$ cat src/verilog/circ_pkg.sv
package circ_pkg;

  // ==========================================================================
  // Port map of the two controllers.
  localparam logic [15:0] PORT_MASTER_BASE = 16'h0020;
  localparam logic [15:0] PORT_MASTER_DATA = 16'h0021;
  localparam logic [15:0] PORT_SLAVE_BASE = 16'h00A0;
  localparam logic [15:0] PORT_SLAVE_DATA = 16'h00A1;

  // ==========================================================================
  // Field positions of the base-port and data-port words.
  localparam int unsigned SEL_INIT_BIT = 4;
  localparam int unsigned SEL_HI = 4;
  localparam int unsigned SEL_LO = 3;
  localparam int unsigned CMD_HI = 7;
  localparam int unsigned CMD_LO = 5;
  localparam int unsigned LVL_HI = 2;
  localparam int unsigned LVL_LO = 0;
  localparam int unsigned VBASE_HI = 7;
  localparam int unsigned VBASE_LO = 3;
  localparam int unsigned RB_ACT_BIT = 1;
  localparam int unsigned RB_ISR_BIT = 0;
  localparam int unsigned SMM_EN_BIT = 5;
  localparam int unsigned SMM_BIT = 6;
  localparam int unsigned MODE_AUTO_END_ENABLE_BIT = 1;
  localparam int unsigned MODE_SPECIAL_NESTED_ENABLE_BIT = 4;
  localparam int unsigned CASC_LINE = 2;

  localparam logic [1:0] SEL_ROT_EOI = 2'h0;
  localparam logic [1:0] SEL_READBACK = 2'h1;

  // ==========================================================================
  // Rotate and end-of-interrupt codes.
  localparam logic [2:0] CMD_AUTO_END_ENABLE_ROT_CLR = 3'h0;
  localparam logic [2:0] CMD_NS_EOI = 3'h1;
  localparam logic [2:0] CMD_NOP = 3'h2;
  localparam logic [2:0] CMD_S_EOI = 3'h3;
  localparam logic [2:0] CMD_AUTO_END_ENABLE_ROT_SET = 3'h4;
  localparam logic [2:0] CMD_ROT_NS_EOI = 3'h5;
  localparam logic [2:0] CMD_SET_PRIO = 3'h6;
  localparam logic [2:0] CMD_ROT_S_EOI = 3'h7;

  // ==========================================================================
  // Reset values and small constants.
  localparam logic [7:0] MASK_RESET = 8'h00;
  localparam logic [7:0] MODE_RESET = 8'h01;
  localparam logic [7:0] CASC_RESET = 8'h00;
  localparam logic [7:0] LINE_ONE = 8'h01;
  localparam logic [7:0] RDATA_NONE = 8'h00;
  localparam logic [4:0] VBASE_RESET = 5'h00;
  localparam logic [2:0] LOWEST_RESET = 3'h7;
  localparam logic [2:0] PRIO_STEP = 3'h1;
  localparam logic [3:0] POS_NONE = 4'h8;

  typedef enum logic [1:0] {
    CIRC_READY = 2'h0,
    CIRC_WAIT_VEC = 2'h1,
    CIRC_WAIT_CASC = 2'h3,
    CIRC_WAIT_MODE = 2'h2
  } circ_init_t;

endpackage

$ cat src/verilog/circ_ctrl.sv
`timescale 1ns/1ps
// Summary of operation
// - Base write with bit 4 set starts init; three data-port writes follow.
// - Init start clears mask, special mask mode, selects request readback.
// - Master cascade word marks which master line carries the slave.
// - Master mode bit 4 selects special fully nested operation; the slave ignores it.
// - Mode bit 1 selects automatic end of interrupt, else explicit command.
// - Mask bit 1 masks its line, 0 unmasks; mask resets to zero.
// - A masked line never sets its pending request bit.
// - Outside special mask mode, masking one line leaves all other lines unaffected, except master line 2, which blocks every slave line.
// - Data-port read returns the mask directly.
// - Master mask bit 2 blocks every slave request.
// - Reset or init restores fully nested priority, rotation off.
// - Codes 001, 011, 101 give non-specific, specific, rotating end.
// - Code 100 enables, 000 disables automatic-end rotation; 010 nothing.
// - Code 111 ends and rotates selected level; 110 sets it lowest.
// - Base write with bits 4:3 at 00 is the rotate/end command.
// - Level field selects level when bit 6 set, else ignored.
// - Base write with bits 4:3 at 01 is the readback control word.
module circ_ctrl (
  // Clock, reset and enable.
  input wire logic clk_i,
  input wire logic rst_b_i,
  input wire logic ce_i,
  // Host I/O port access.
  input wire logic [15:0] io_addr_i,
  input wire logic io_wr_i,
  input wire logic io_rd_i,
  input wire logic [7:0] io_wdata_i,
  output logic [7:0] io_rdata_o,
  output logic io_rvalid_o,
  // Processor reset and acknowledge.
  input wire logic cpu_reset_i,
  input wire logic inta_i,
  output logic int_o,
  output logic ack_valid_o,
  output logic [3:0] ack_irq_o,
  output logic [7:0] ack_vector_o,
  // Request pins, master on 7:0 and slave on 15:8.
  input wire logic [15:0] irq_i
);

  // ==========================================================================
  // Per-controller state, index 0 is the master and 1 the slave.
  logic [7:0] mask_q [2];
  logic [7:0] irr_q [2];
  logic [7:0] isr_q [2];
  logic [7:0] casc_q [2];
  logic [7:0] mode_q [2];
  logic [7:0] prev_q [2];
  logic [4:0] vbase_q [2];
  logic [2:0] lowest_q [2];
  circ_pkg::circ_init_t state_q [2];
  logic [1:0] rot_auto_end_enable_q;
  logic [1:0] rd_isr_q;
  logic [1:0] smm_q;
  logic slave_int_q;
  logic [7:0] wdata_hist_q;

  logic [15:0] irq_s;
  logic [7:0] line_in [2];
  logic [7:0] take_vec [2];
  logic [7:0] eoi_vec [2];
  logic [7:0] rd_mux [2];
  logic [1:0] hit_base, hit_data, wr_init, wr_cmd2;
  logic [1:0] wr_cmd3, wr_data, grant, svc_hit;
  logic [2:0] glvl [2];
  logic [2:0] svc_lvl [2];
  logic [2:0] cmd;
  logic [2:0] lvl;
  logic m_ack, casc_ack, s_ack;

  circ_sync #(
    .WIDTH(16)
  ) u_irq_sync (
    .clk_i(clk_i),
    .rst_b_i(rst_b_i),
    .ce_i(ce_i),
    .d_i(irq_i),
    .q_o(irq_s)
  );

  // ==========================================================================
  // Address and word decode.
  assign hit_base[0] = io_addr_i == circ_pkg::PORT_MASTER_BASE;
  assign hit_base[1] = io_addr_i == circ_pkg::PORT_SLAVE_BASE;
  assign hit_data[0] = io_addr_i == circ_pkg::PORT_MASTER_DATA;
  assign hit_data[1] = io_addr_i == circ_pkg::PORT_SLAVE_DATA;
  assign cmd = io_wdata_i[circ_pkg::CMD_HI:circ_pkg::CMD_LO];
  assign lvl = io_wdata_i[circ_pkg::LVL_HI:circ_pkg::LVL_LO];

  // The slave output stands in for master line 2.
  assign line_in[0] = {irq_s[7:3], slave_int_q, irq_s[1:0]};
  assign line_in[1] = irq_s[15:8];

  // ==========================================================================
  // Acknowledge: the master picks a level, the slave joins on a cascade line.
  assign m_ack = inta_i && grant[0];
  assign casc_ack = m_ack && casc_q[0][glvl[0]];
  assign s_ack = casc_ack && grant[1] && (casc_q[1][2:0] == glvl[0]);
  assign take_vec[0] = m_ack ? (circ_pkg::LINE_ONE << glvl[0]) : '0;
  assign take_vec[1] = s_ack ? (circ_pkg::LINE_ONE << glvl[1]) : '0;

  for (genvar c = 0; c < 2; c++) begin : gen_ctl
    logic eoi_ns;
    logic eoi_sp;
    logic rot_eoi;
    logic auto_end_enable;
    logic [2:0] clr_lvl;
    logic [7:0] blk;
    logic [7:0] self_ok;

    assign wr_init[c] = io_wr_i && hit_base[c] && io_wdata_i[circ_pkg::SEL_INIT_BIT];
    assign wr_cmd2[c] = io_wr_i && hit_base[c]
      && (io_wdata_i[circ_pkg::SEL_HI:circ_pkg::SEL_LO] == circ_pkg::SEL_ROT_EOI);
    assign wr_cmd3[c] = io_wr_i && hit_base[c]
      && (io_wdata_i[circ_pkg::SEL_HI:circ_pkg::SEL_LO] == circ_pkg::SEL_READBACK);
    assign wr_data[c] = io_wr_i && hit_data[c];

    // Specific codes carry bit 6, so the level field only counts then.
    assign eoi_ns = wr_cmd2[c] && (cmd == circ_pkg::CMD_NS_EOI || cmd == circ_pkg::CMD_ROT_NS_EOI);
    assign eoi_sp = wr_cmd2[c] && (cmd == circ_pkg::CMD_S_EOI || cmd == circ_pkg::CMD_ROT_S_EOI);
    assign clr_lvl = eoi_sp ? lvl : svc_lvl[c];
    assign eoi_vec[c] = (eoi_sp || (eoi_ns && svc_hit[c])) ? (circ_pkg::LINE_ONE << clr_lvl) : '0;
    assign rot_eoi = wr_cmd2[c] && ((cmd == circ_pkg::CMD_ROT_NS_EOI && svc_hit[c])
      || cmd == circ_pkg::CMD_ROT_S_EOI);
    assign auto_end_enable = mode_q[c][circ_pkg::MODE_AUTO_END_ENABLE_BIT];

    // Special mask mode lets masked in-service levels stop blocking.
    assign blk = isr_q[c] & ~(smm_q[c] ? mask_q[c] : '0);
    assign self_ok = (c == 0 && mode_q[c][circ_pkg::MODE_SPECIAL_NESTED_ENABLE_BIT]) ? casc_q[c] : '0;
    assign rd_mux[c] = hit_data[c] ? mask_q[c] : (rd_isr_q[c] ? isr_q[c] : irr_q[c]);

    circ_prio u_prio (
      .req_i(irr_q[c] & ~mask_q[c]),
      .blk_i(blk),
      .isr_i(isr_q[c]),
      .self_ok_i(self_ok),
      .lowest_i(lowest_q[c]),
      .grant_o(grant[c]),
      .grant_lvl_o(glvl[c]),
      .svc_hit_o(svc_hit[c]),
      .svc_lvl_o(svc_lvl[c])
    );

    // Requests latch on a rising line; a new edge wins over the clearing ack.
    always_ff @(posedge clk_i or negedge rst_b_i) begin
      if (!rst_b_i) begin
        prev_q[c] <= '0;
        irr_q[c] <= '0;
        isr_q[c] <= '0;
      end else if (ce_i) begin
        prev_q[c] <= line_in[c];
        irr_q[c] <= (irr_q[c] & ~take_vec[c]) | (line_in[c] & ~prev_q[c] & ~mask_q[c]);
        isr_q[c] <= (isr_q[c] & ~eoi_vec[c]) | (auto_end_enable ? '0 : take_vec[c]);
      end
    end

    // Initialization walk and data-port routing.
    always_ff @(posedge clk_i or negedge rst_b_i) begin
      if (!rst_b_i) begin
        state_q[c] <= circ_pkg::CIRC_READY;
        mask_q[c] <= circ_pkg::MASK_RESET;
        vbase_q[c] <= circ_pkg::VBASE_RESET;
        casc_q[c] <= circ_pkg::CASC_RESET;
        mode_q[c] <= circ_pkg::MODE_RESET;
      end else if (ce_i) begin
        if (wr_init[c]) begin
          state_q[c] <= circ_pkg::CIRC_WAIT_VEC;
          mask_q[c] <= circ_pkg::MASK_RESET;
        end else if (wr_data[c]) begin
          case (state_q[c])
            circ_pkg::CIRC_WAIT_VEC: begin
              vbase_q[c] <= io_wdata_i[circ_pkg::VBASE_HI:circ_pkg::VBASE_LO];
              state_q[c] <= circ_pkg::CIRC_WAIT_CASC;
            end
            circ_pkg::CIRC_WAIT_CASC: begin
              casc_q[c] <= io_wdata_i;
              state_q[c] <= circ_pkg::CIRC_WAIT_MODE;
            end
            circ_pkg::CIRC_WAIT_MODE: begin
              mode_q[c] <= io_wdata_i;
              state_q[c] <= circ_pkg::CIRC_READY;
            end
            circ_pkg::CIRC_READY: begin
              mask_q[c] <= io_wdata_i;
            end
            default: begin
              state_q[c] <= circ_pkg::CIRC_READY;
            end
          endcase
        end
      end
    end

    // Priority order, rotation and readback selection.
    always_ff @(posedge clk_i or negedge rst_b_i) begin
      if (!rst_b_i) begin
        lowest_q[c] <= circ_pkg::LOWEST_RESET;
        rot_auto_end_enable_q[c] <= 1'b0;
        rd_isr_q[c] <= 1'b0;
        smm_q[c] <= 1'b0;
      end else if (ce_i) begin
        if (cpu_reset_i || wr_init[c]) begin
          lowest_q[c] <= circ_pkg::LOWEST_RESET;
          rot_auto_end_enable_q[c] <= 1'b0;
          if (wr_init[c]) begin
            rd_isr_q[c] <= 1'b0;
            smm_q[c] <= 1'b0;
          end
        end else if (wr_cmd2[c]) begin
          if (cmd == circ_pkg::CMD_AUTO_END_ENABLE_ROT_SET) begin
            rot_auto_end_enable_q[c] <= 1'b1;
          end else if (cmd == circ_pkg::CMD_AUTO_END_ENABLE_ROT_CLR) begin
            rot_auto_end_enable_q[c] <= 1'b0;
          end
          if (cmd == circ_pkg::CMD_SET_PRIO) begin
            lowest_q[c] <= lvl;
          end else if (rot_eoi) begin
            lowest_q[c] <= clr_lvl;
          end
        end else if (wr_cmd3[c]) begin
          if (io_wdata_i[circ_pkg::RB_ACT_BIT]) begin
            rd_isr_q[c] <= io_wdata_i[circ_pkg::RB_ISR_BIT];
          end
          if (io_wdata_i[circ_pkg::SMM_EN_BIT]) begin
            smm_q[c] <= io_wdata_i[circ_pkg::SMM_BIT];
          end
        end else if (auto_end_enable && rot_auto_end_enable_q[c] && take_vec[c] != '0) begin
          lowest_q[c] <= glvl[c];
        end
      end
    end

  end

  // ==========================================================================
  // Host readback and processor outputs, all registered.
  always_ff @(posedge clk_i or negedge rst_b_i) begin
    if (!rst_b_i) begin
      io_rdata_o <= circ_pkg::RDATA_NONE;
      io_rvalid_o <= 1'b0;
      slave_int_q <= 1'b0;
      int_o <= 1'b0;
      ack_valid_o <= 1'b0;
      ack_irq_o <= '0;
      ack_vector_o <= '0;
      wdata_hist_q <= '0;
    end else if (ce_i) begin
      io_rvalid_o <= io_rd_i;
      io_rdata_o <= (hit_base[0] || hit_data[0]) ? rd_mux[0] :
        ((hit_base[1] || hit_data[1]) ? rd_mux[1] : circ_pkg::RDATA_NONE);
      slave_int_q <= grant[1];
      int_o <= grant[0];
      ack_valid_o <= m_ack;
      ack_irq_o <= s_ack ? {1'b1, glvl[1]} : {1'b0, glvl[0]};
      ack_vector_o <= s_ack ? {vbase_q[1], glvl[1]} : {vbase_q[0], glvl[0]};
      wdata_hist_q <= io_wdata_i;
    end
  end
endmodule

$ cat src/verilog/circ_prio.sv
`timescale 1ns/1ps
module circ_prio (
  // Request, blocking and service vectors.
  input wire logic [7:0] req_i,
  input wire logic [7:0] blk_i,
  input wire logic [7:0] isr_i,
  input wire logic [7:0] self_ok_i,
  input wire logic [2:0] lowest_i,
  // Resolved levels.
  output logic grant_o,
  output logic [2:0] grant_lvl_o,
  output logic svc_hit_o,
  output logic [2:0] svc_lvl_o
);

  // Position 0 is the level just above the lowest-priority level.
  function automatic logic [3:0] first_pos(input logic [7:0] vec, input logic [2:0] lowest);
    logic [3:0] pos;
    logic [2:0] lvl;
    pos = circ_pkg::POS_NONE;
    for (int p = 7; p >= 0; p--) begin
      lvl = lowest + 3'(p) + circ_pkg::PRIO_STEP;
      if (vec[lvl]) begin
        pos = 4'(p);
      end
    end
    return pos;
  endfunction

  logic [3:0] req_pos;
  logic [3:0] blk_pos;
  logic [3:0] svc_pos;

  // A level in service lets its own line through only where self_ok allows it.
  assign req_pos = first_pos(req_i, lowest_i);
  assign blk_pos = first_pos(blk_i & ~(req_i & self_ok_i), lowest_i);
  assign svc_pos = first_pos(isr_i, lowest_i);
  assign grant_o = (req_pos != circ_pkg::POS_NONE) && (req_pos < blk_pos);
  assign grant_lvl_o = lowest_i + req_pos[2:0] + circ_pkg::PRIO_STEP;
  assign svc_hit_o = svc_pos != circ_pkg::POS_NONE;
  assign svc_lvl_o = lowest_i + svc_pos[2:0] + circ_pkg::PRIO_STEP;

endmodule

$ cat src/verilog/circ_sync.sv
`timescale 1ns/1ps
module circ_sync #(
  parameter int unsigned WIDTH = 1
) (
  // Clock, reset and enable.
  input wire logic clk_i,
  input wire logic rst_b_i,
  input wire logic ce_i,
  // Asynchronous levels in, synchronised levels out.
  input wire logic [WIDTH-1:0] d_i,
  output logic [WIDTH-1:0] q_o
);

  logic [WIDTH-1:0] meta_q;

  always_ff @(posedge clk_i or negedge rst_b_i) begin
    if (!rst_b_i) begin
      meta_q <= '0;
      q_o <= '0;
    end else if (ce_i) begin
      meta_q <= d_i;
      q_o <= meta_q;
    end
  end

endmodule
$ cat config.mk
export PLATFORM = sky130hd
export DESIGN_NAME = circ_ctrl
export DESIGN_NICKNAME = d
export VERILOG_FILES = /design/src/verilog/circ_pkg.sv /design/src/verilog/circ_ctrl.sv /design/src/verilog/circ_prio.sv /design/src/verilog/circ_sync.sv
export SDC_FILE = /design/constraint.sdc
export NUM_CORES = 1
export LEC_CHECK = 0
export BUFFER_PORTS_ARGS = -buffer_cell sky130_fd_sc_hd__buf_4
export CORE_MARGIN = 4
export CORE_UTILIZATION = 55
export DETAILED_ROUTE_END_ITERATION = 10
export GPL_TIMING_DRIVEN = 1
export PLACE_DENSITY_LB_ADDON = 0.2
export SYNTH_ARGS = -nofsm -noshare
export SYNTH_HDL_FRONTEND = slang
export SYNTH_HIERARCHICAL = 1
export SYNTH_SLANG_ARGS = --single-unit
$ cat constraint.sdc
create_clock -name clk_i -period 5.39 [get_ports clk_i]
set_input_delay 0.539 -clock clk_i [delete_from_list [all_inputs] [get_ports clk_i]]
set_output_delay 0.539 -clock clk_i [all_outputs]
set_load 0.02 [all_outputs]
==> run metrics, run 1 <==
status=completed; Via density=6.43; Fin Clk Skew=15.1 ps; Core Region=0.0205 mm2; Tot GR Track Use=27.2%; Routability Congestion=0.931; Routed WL=32200 um; most frequent cells in the layout=149 x dfrtp_1, 112 x nand2_1, 111 x buf_4; syn avg cell area=10.2 um2; worst relative slew slack=25.4%; PD cells=464 mW/mm2; Detailed Route Iter0 Violations=886; Worst Path Required=5710 ps; CTS Sinks=155; initial antenna violation count=0; CP Max Fanout=6; CP endpoint kind=flip-flop; Hold WS=221 ps; layout cells sized above 1=26.8%; Vias=9565; maximum buffer depth of the clock tree=2; most common cell after layout, fill and taps aside=dfrtp_1; I/O pin total=70; CTS tree=done; Final Hold Fails=0; Startpoint Class=flip-flop; post-route cell area=0.0131 mm2; number of global-route vias before repair=9424; Tightest Pin Transition=1110 ps; yosys synthesis warning count=6; area of the mapped netlist=0.0116 mm2; Leakage Power=5.62 nW; routed len/inst=21.6 um; Post-Synthesis Cells=1135; initial core utilization=56.6%; dpl hpwl=23300 um; Root Buffer=clkbuf_16; total congestion overflow=0; Max Clk Rate=193 MHz; I/O Buffers=68; post-route ant nets=0; Tcrit/Tclk final=96.2%; die area=0.0235 mm2; drt pass-1 iters=5; Row Count=52; fill count=1651; area grow syn2layout=12.7%; Die W=153 um; Setup CP Type=reg2reg; later-pin clock latency in the skew report=430 ps; CTS Buf Count=17; final setup fails=0; CP Cell Sequence=nor2b_1 -> a21boi_0 -> mux2_2 -> mux4_1 -> nand2b_1 -> nor2_1 -> nand2b_1 -> ha_1 -> a21o_1 -> a2111oi_4 -> nand3_1 -> or4_4 -> or3_4 -> or4_1 -> a21o_1; Antenna Cells=0; Nets=1272; htree depth=4; Post-CTS Hold Buffers=0; Tot Pwr=6.06 mW; first-pass GRT wire length=51900 um; Die H=153 um; Placed Area=0.0125 mm2; Worst EP arrival=5500 ps; worst hold-check path type=in2async; Max VDD drop=0.308 mV; Max Cap Viol=0; clock period minus worst slack=5190 ps; CP top delay family=simple AND/OR/NAND/NOR gates; largest net degree at the start of global routing=105; Residual DRC=0; Buf/Inv on CP=0; max-slew violations=0; slowest stage delay, CP=510 ps; slowest CP cell=mux4_1; Reg clk slew, reported paths=70 ps
-- metal layers --
layer	GRT usage (%)	part of all wire [%]	vias up
met5	0	0	-
met4	7.17	1.6	0
met3	6.30	9.5	41
met2	39.1	43	451
met1	41.6	45	4694
li1	-	-	4379
-- path summary, 6_finish.rpt --
kind,cells after the start,from,slack [ps],end
min reg2reg,1,prev_q[10],460,irr_q[10]
max in group asynchronous,2,rst_b_i,3910,casc_q[1]
max,15,mask_q[8],200,irr_q[5]
min,1,rst_b_i,220,u_irq_sync/meta_q[11]
max reg2reg,15,mask_q[8],200,irr_q[5]
min in group clk_i,2,irq_i[5],330,u_irq_sync/meta_q[5]
-- layout make-up --
type                            count  area [um2]  share of cell area, %
Multi-Input combinational cell    877        7240                   55.4
Tap cell                          270         338                   2.58
Sequential cell                   155        3890                   29.7
Clock buffer                       18         439                   3.36
Clock inverter                     13         131                   1.00
Timing Repair Buffer              114         890                   6.80
Inverter                           40         150                   1.15
-- metrics by stage --
stage | std cells | setup WS [ps] | setup TNS [ps] | utilization [%]
after global routing | 1487 | -6.76 | -6.76 | 63.8
after floorplan | 1142 | 1.96 | 0 | -
after CTS | 1485 | 140 | 0 | 63.5
after detailed placement | 1454 | 175 | 0 | 60.8
after global placement | 1454 | 271 | 0 | 60.8
final | 1487 | 205 | 0 | 63.8
-- registers in the layout (all words and copies together) (netlist names), 2 cells and up --
signal,cells
io_rdata_o,8
irr_q,16
lowest_q,6
gen_ctl.auto_end_enable,2
isr_q,16
u_irq_sync/meta_q,15
rot_auto_end_enable_q,2
vbase_q,10
mask_q,16
prev_q,16
smm_q,2
ack_vector_o,5
u_irq_sync/q_o,15
rd_isr_q,2
state_q,4
ack_irq_o,4
casc_q,11
-- timing repair --
item	in CTS	in global routing
buffers inserted	0	1
endpoints found under the setup margin	0	6
resized for setup	0	5
-- power breakdown --
part           switching, mW  internal (mW)  leakage [nW]
clock network          0.517          0.659         0.282
logic                   1.83           1.60          3.48
registers              0.128           1.33          1.86
total                   2.48           3.59          5.62
(Power assumes the default switching activity.)
==> run 2: changes to the inputs <==
--- a/config.mk
+++ b/config.mk
@@ -6,11 +6,15 @@
 export NUM_CORES = 1
 export LEC_CHECK = 0
 export BUFFER_PORTS_ARGS = -buffer_cell sky130_fd_sc_hd__buf_4
+export CELL_PAD_IN_SITES_DETAIL_PLACEMENT = 0
+export CELL_PAD_IN_SITES_GLOBAL_PLACEMENT = 2
 export CORE_MARGIN = 4
-export CORE_UTILIZATION = 55
+export CORE_UTILIZATION = 37
 export DETAILED_ROUTE_END_ITERATION = 10
 export GPL_TIMING_DRIVEN = 1
+export HOLD_SLACK_MARGIN = 0.03
 export PLACE_DENSITY_LB_ADDON = 0.2
+export SLEW_MARGIN = 20
 export SYNTH_ARGS = -nofsm -noshare
 export SYNTH_HDL_FRONTEND = slang
 export SYNTH_HIERARCHICAL = 1
==> run metrics, run 2 (synthesized netlist as in run 1, its figures left out) <==
FF-to-FF path depth=16 (was 15); Tot GR Track Use=21.3% (was 27.2%); most frequent cells in the layout=149 x dfrtp_1, 126 x buf_4, 112 x nand2_1 (was 149 x dfrtp_1, 112 x nand2_1, 111 x buf_4); met3 Track Usage GR=3.00% (was 6.30%); PD cells=453 mW/mm2 (was 464 mW/mm2); most common cell after layout, fill and taps aside=dfrtp_1 (unchanged); setup TNS=0 ps (unchanged); Vias=9380 (was 9565); CTS Sinks=155 (unchanged); CP endpoint kind=flip-flop (unchanged); worst relative slew slack=31.1% (was 25.4%); Final Hold Fails=0 (unchanged); Routability Congestion=0.863 (was 0.931); Worst Path Required=5710 ps (about the same); die area=0.0343 mm2 (was 0.0235 mm2); setup slack after placement=216 ps (was 175 ps); Reg clk slew, reported paths=80 ps (was 70 ps); Startpoint Class=flip-flop (unchanged); Row Count=64 (was 52); met2 GRT Util=30.4% (was 39.1%); I/O pin total=70 (unchanged); Detailed Route Iter0 Violations=953 (was 886); post-route ant nets=0 (unchanged); Max Cap Viol=0 (unchanged); I/O Buffers=68 (unchanged); clock period minus worst slack=5130 ps (was 5190 ps); initial core utilization=37.7% (was 56.6%); dpl hpwl=27000 um (was 23300 um); Die H=185 um (was 153 um); RSZ-0062 raised after global routing=no; Nets=1287 (was 1272); maximum buffer depth of the clock tree=2 (unchanged); first-pass GRT wire length=56100 um (was 51900 um); area grow syn2layout=14.8% (was 12.7%); Root Buffer=clkbuf_16 (unchanged); Worst EP arrival=5440 ps (was 5500 ps); Via density=5.76 (was 6.43); Tcrit/Tclk final=95.1% (was 96.2%); Antenna Cells=0 (unchanged); routed len/inst=22.0 um (was 21.6 um); Leakage Power=5.68 nW (was 5.62 nW); Fin Clk Skew=15.8 ps (was 15.1 ps); CTS tree=done (unchanged); setup bufs post-CTS=0 (unchanged); busiest grt layer=met1 (unchanged); Die W=185 um (was 153 um); cell count after placement=1596 (was 1454); layout cells sized above 1=27.8% (was 26.8%); Residual DRC=0 (unchanged); Worst Setup Slack, final=263 ps (was 205 ps); Core Region=0.0307 mm2 (was 0.0205 mm2); drt pass-1 iters=7 (was 5); initial antenna violation count=0 (unchanged); Cell Count, Final, Fillers Out=1629 (was 1487); CP Max Fanout=25 (was 6); largest net degree at the start of global routing=69 (was 105); Max VDD drop=0.214 mV (was 0.308 mV); met1 Track Usage GR=34.4% (was 41.6%); number of global-route vias before repair=9187 (was 9424); Max Clk Rate=195 MHz (was 193 MHz); Setup CP Type=reg2reg (unchanged); Routed WL=35800 um (was 32200 um); worst hold-check path type=in2reg (was in2async); status=completed (unchanged); later-pin clock latency in the skew report=430 ps (about the same); worst hold path stage count=2; htree depth=4 (unchanged); total congestion overflow=0 (unchanged); CTS Buf Count=17 (unchanged); max-slew violations=0 (unchanged); final core utilization=43.3% (was 63.8%); Tightest Pin Transition=1030 ps (was 1110 ps); final setup fails=0 (unchanged)
==> run 2: changes by cell type in the layout (fill, tap and decap cells not counted), sizes merged <==
cell / delta
inv: +1
clkbuf: -1
bufinv: -1
dlygate4sd3: +1
clkinv: +1
buf: +15
==> run 2: final timing paths <==
kind | startpoint | to | slack, ps
min in group asynchronous | rst_b_i | u_irq_sync/meta_q[14] | 580
max in group asynchronous | rst_b_i | mode_q[12] | 3620
setup reg to reg | lowest_q[4] | irr_q[6] | 260
setup / recovery | lowest_q[4] | irr_q[6] | 260
hold / removal | irq_i[13] | u_irq_sync/meta_q[13] | 330
hold reg to reg | prev_q[10] | irr_q[10] | 460
==> run 2: cell type report <==
cell class	instances	area, um2
clock buffer	18	429
clock inverter	14	125
fill	3069	17400
inverter	40	150
multi-input combinational	877	7250
sequential	155	3890
tap	396	495
timing repair buffer	129	987
==> run 2: per-layer routing <==
| metal | routed length [um] | up-vias | share of wire (%) |
|---|---|---|---|
| li1 | - | 4390 | - |
| met1 | 18700 | 4710 | 52 |
| met2 | 14900 | 266 | 42 |
| met3 | 1950 | 14 | 5.5 |
| met4 | 294 | 0 | 0.82 |
| met5 | 0 | - | 0 |
==> run 2: repair_timing <==
action	CTS	global route
setup endpoints to repair	0	10
hold endpoints to repair	31	0
hold buffers	1	0
resized for setup	0	7
==> run 2: power by group <==
group / leakage, nW / internal [mW] / switching [mW]
sequential: 1.86 / 1.33 / 0.146
clock: 0.272 / 0.608 / 0.553
combinational: 3.56 / 1.59 / 1.82
==> run 2: critical path, cell delays in order, from the launching register on <==
cell and delay (ps):
dfstp_2 560, inv_1 110, ha_1 330, buf_12 200, mux2_2 350, mux4_2 490
nor2_1 160, nand3_1 120, nand2b_1 170, ha_1 300, a21o_1 210, a2111oi_4 390
nand3_1 110, or4_4 450, or3_4 390, or4_1 480, a21o_1 180
==> run 2: metrics by stage <==
step                total power [mW]  hold WS (ps)  area, um2
detailed placement              4.87           447      12700
CTS                             6.05           314      13300
global route                    6.45           317      13300
finish                          6.04           328      13300
floorplan                       3.85           243      11700
global placement                4.85           442      12700
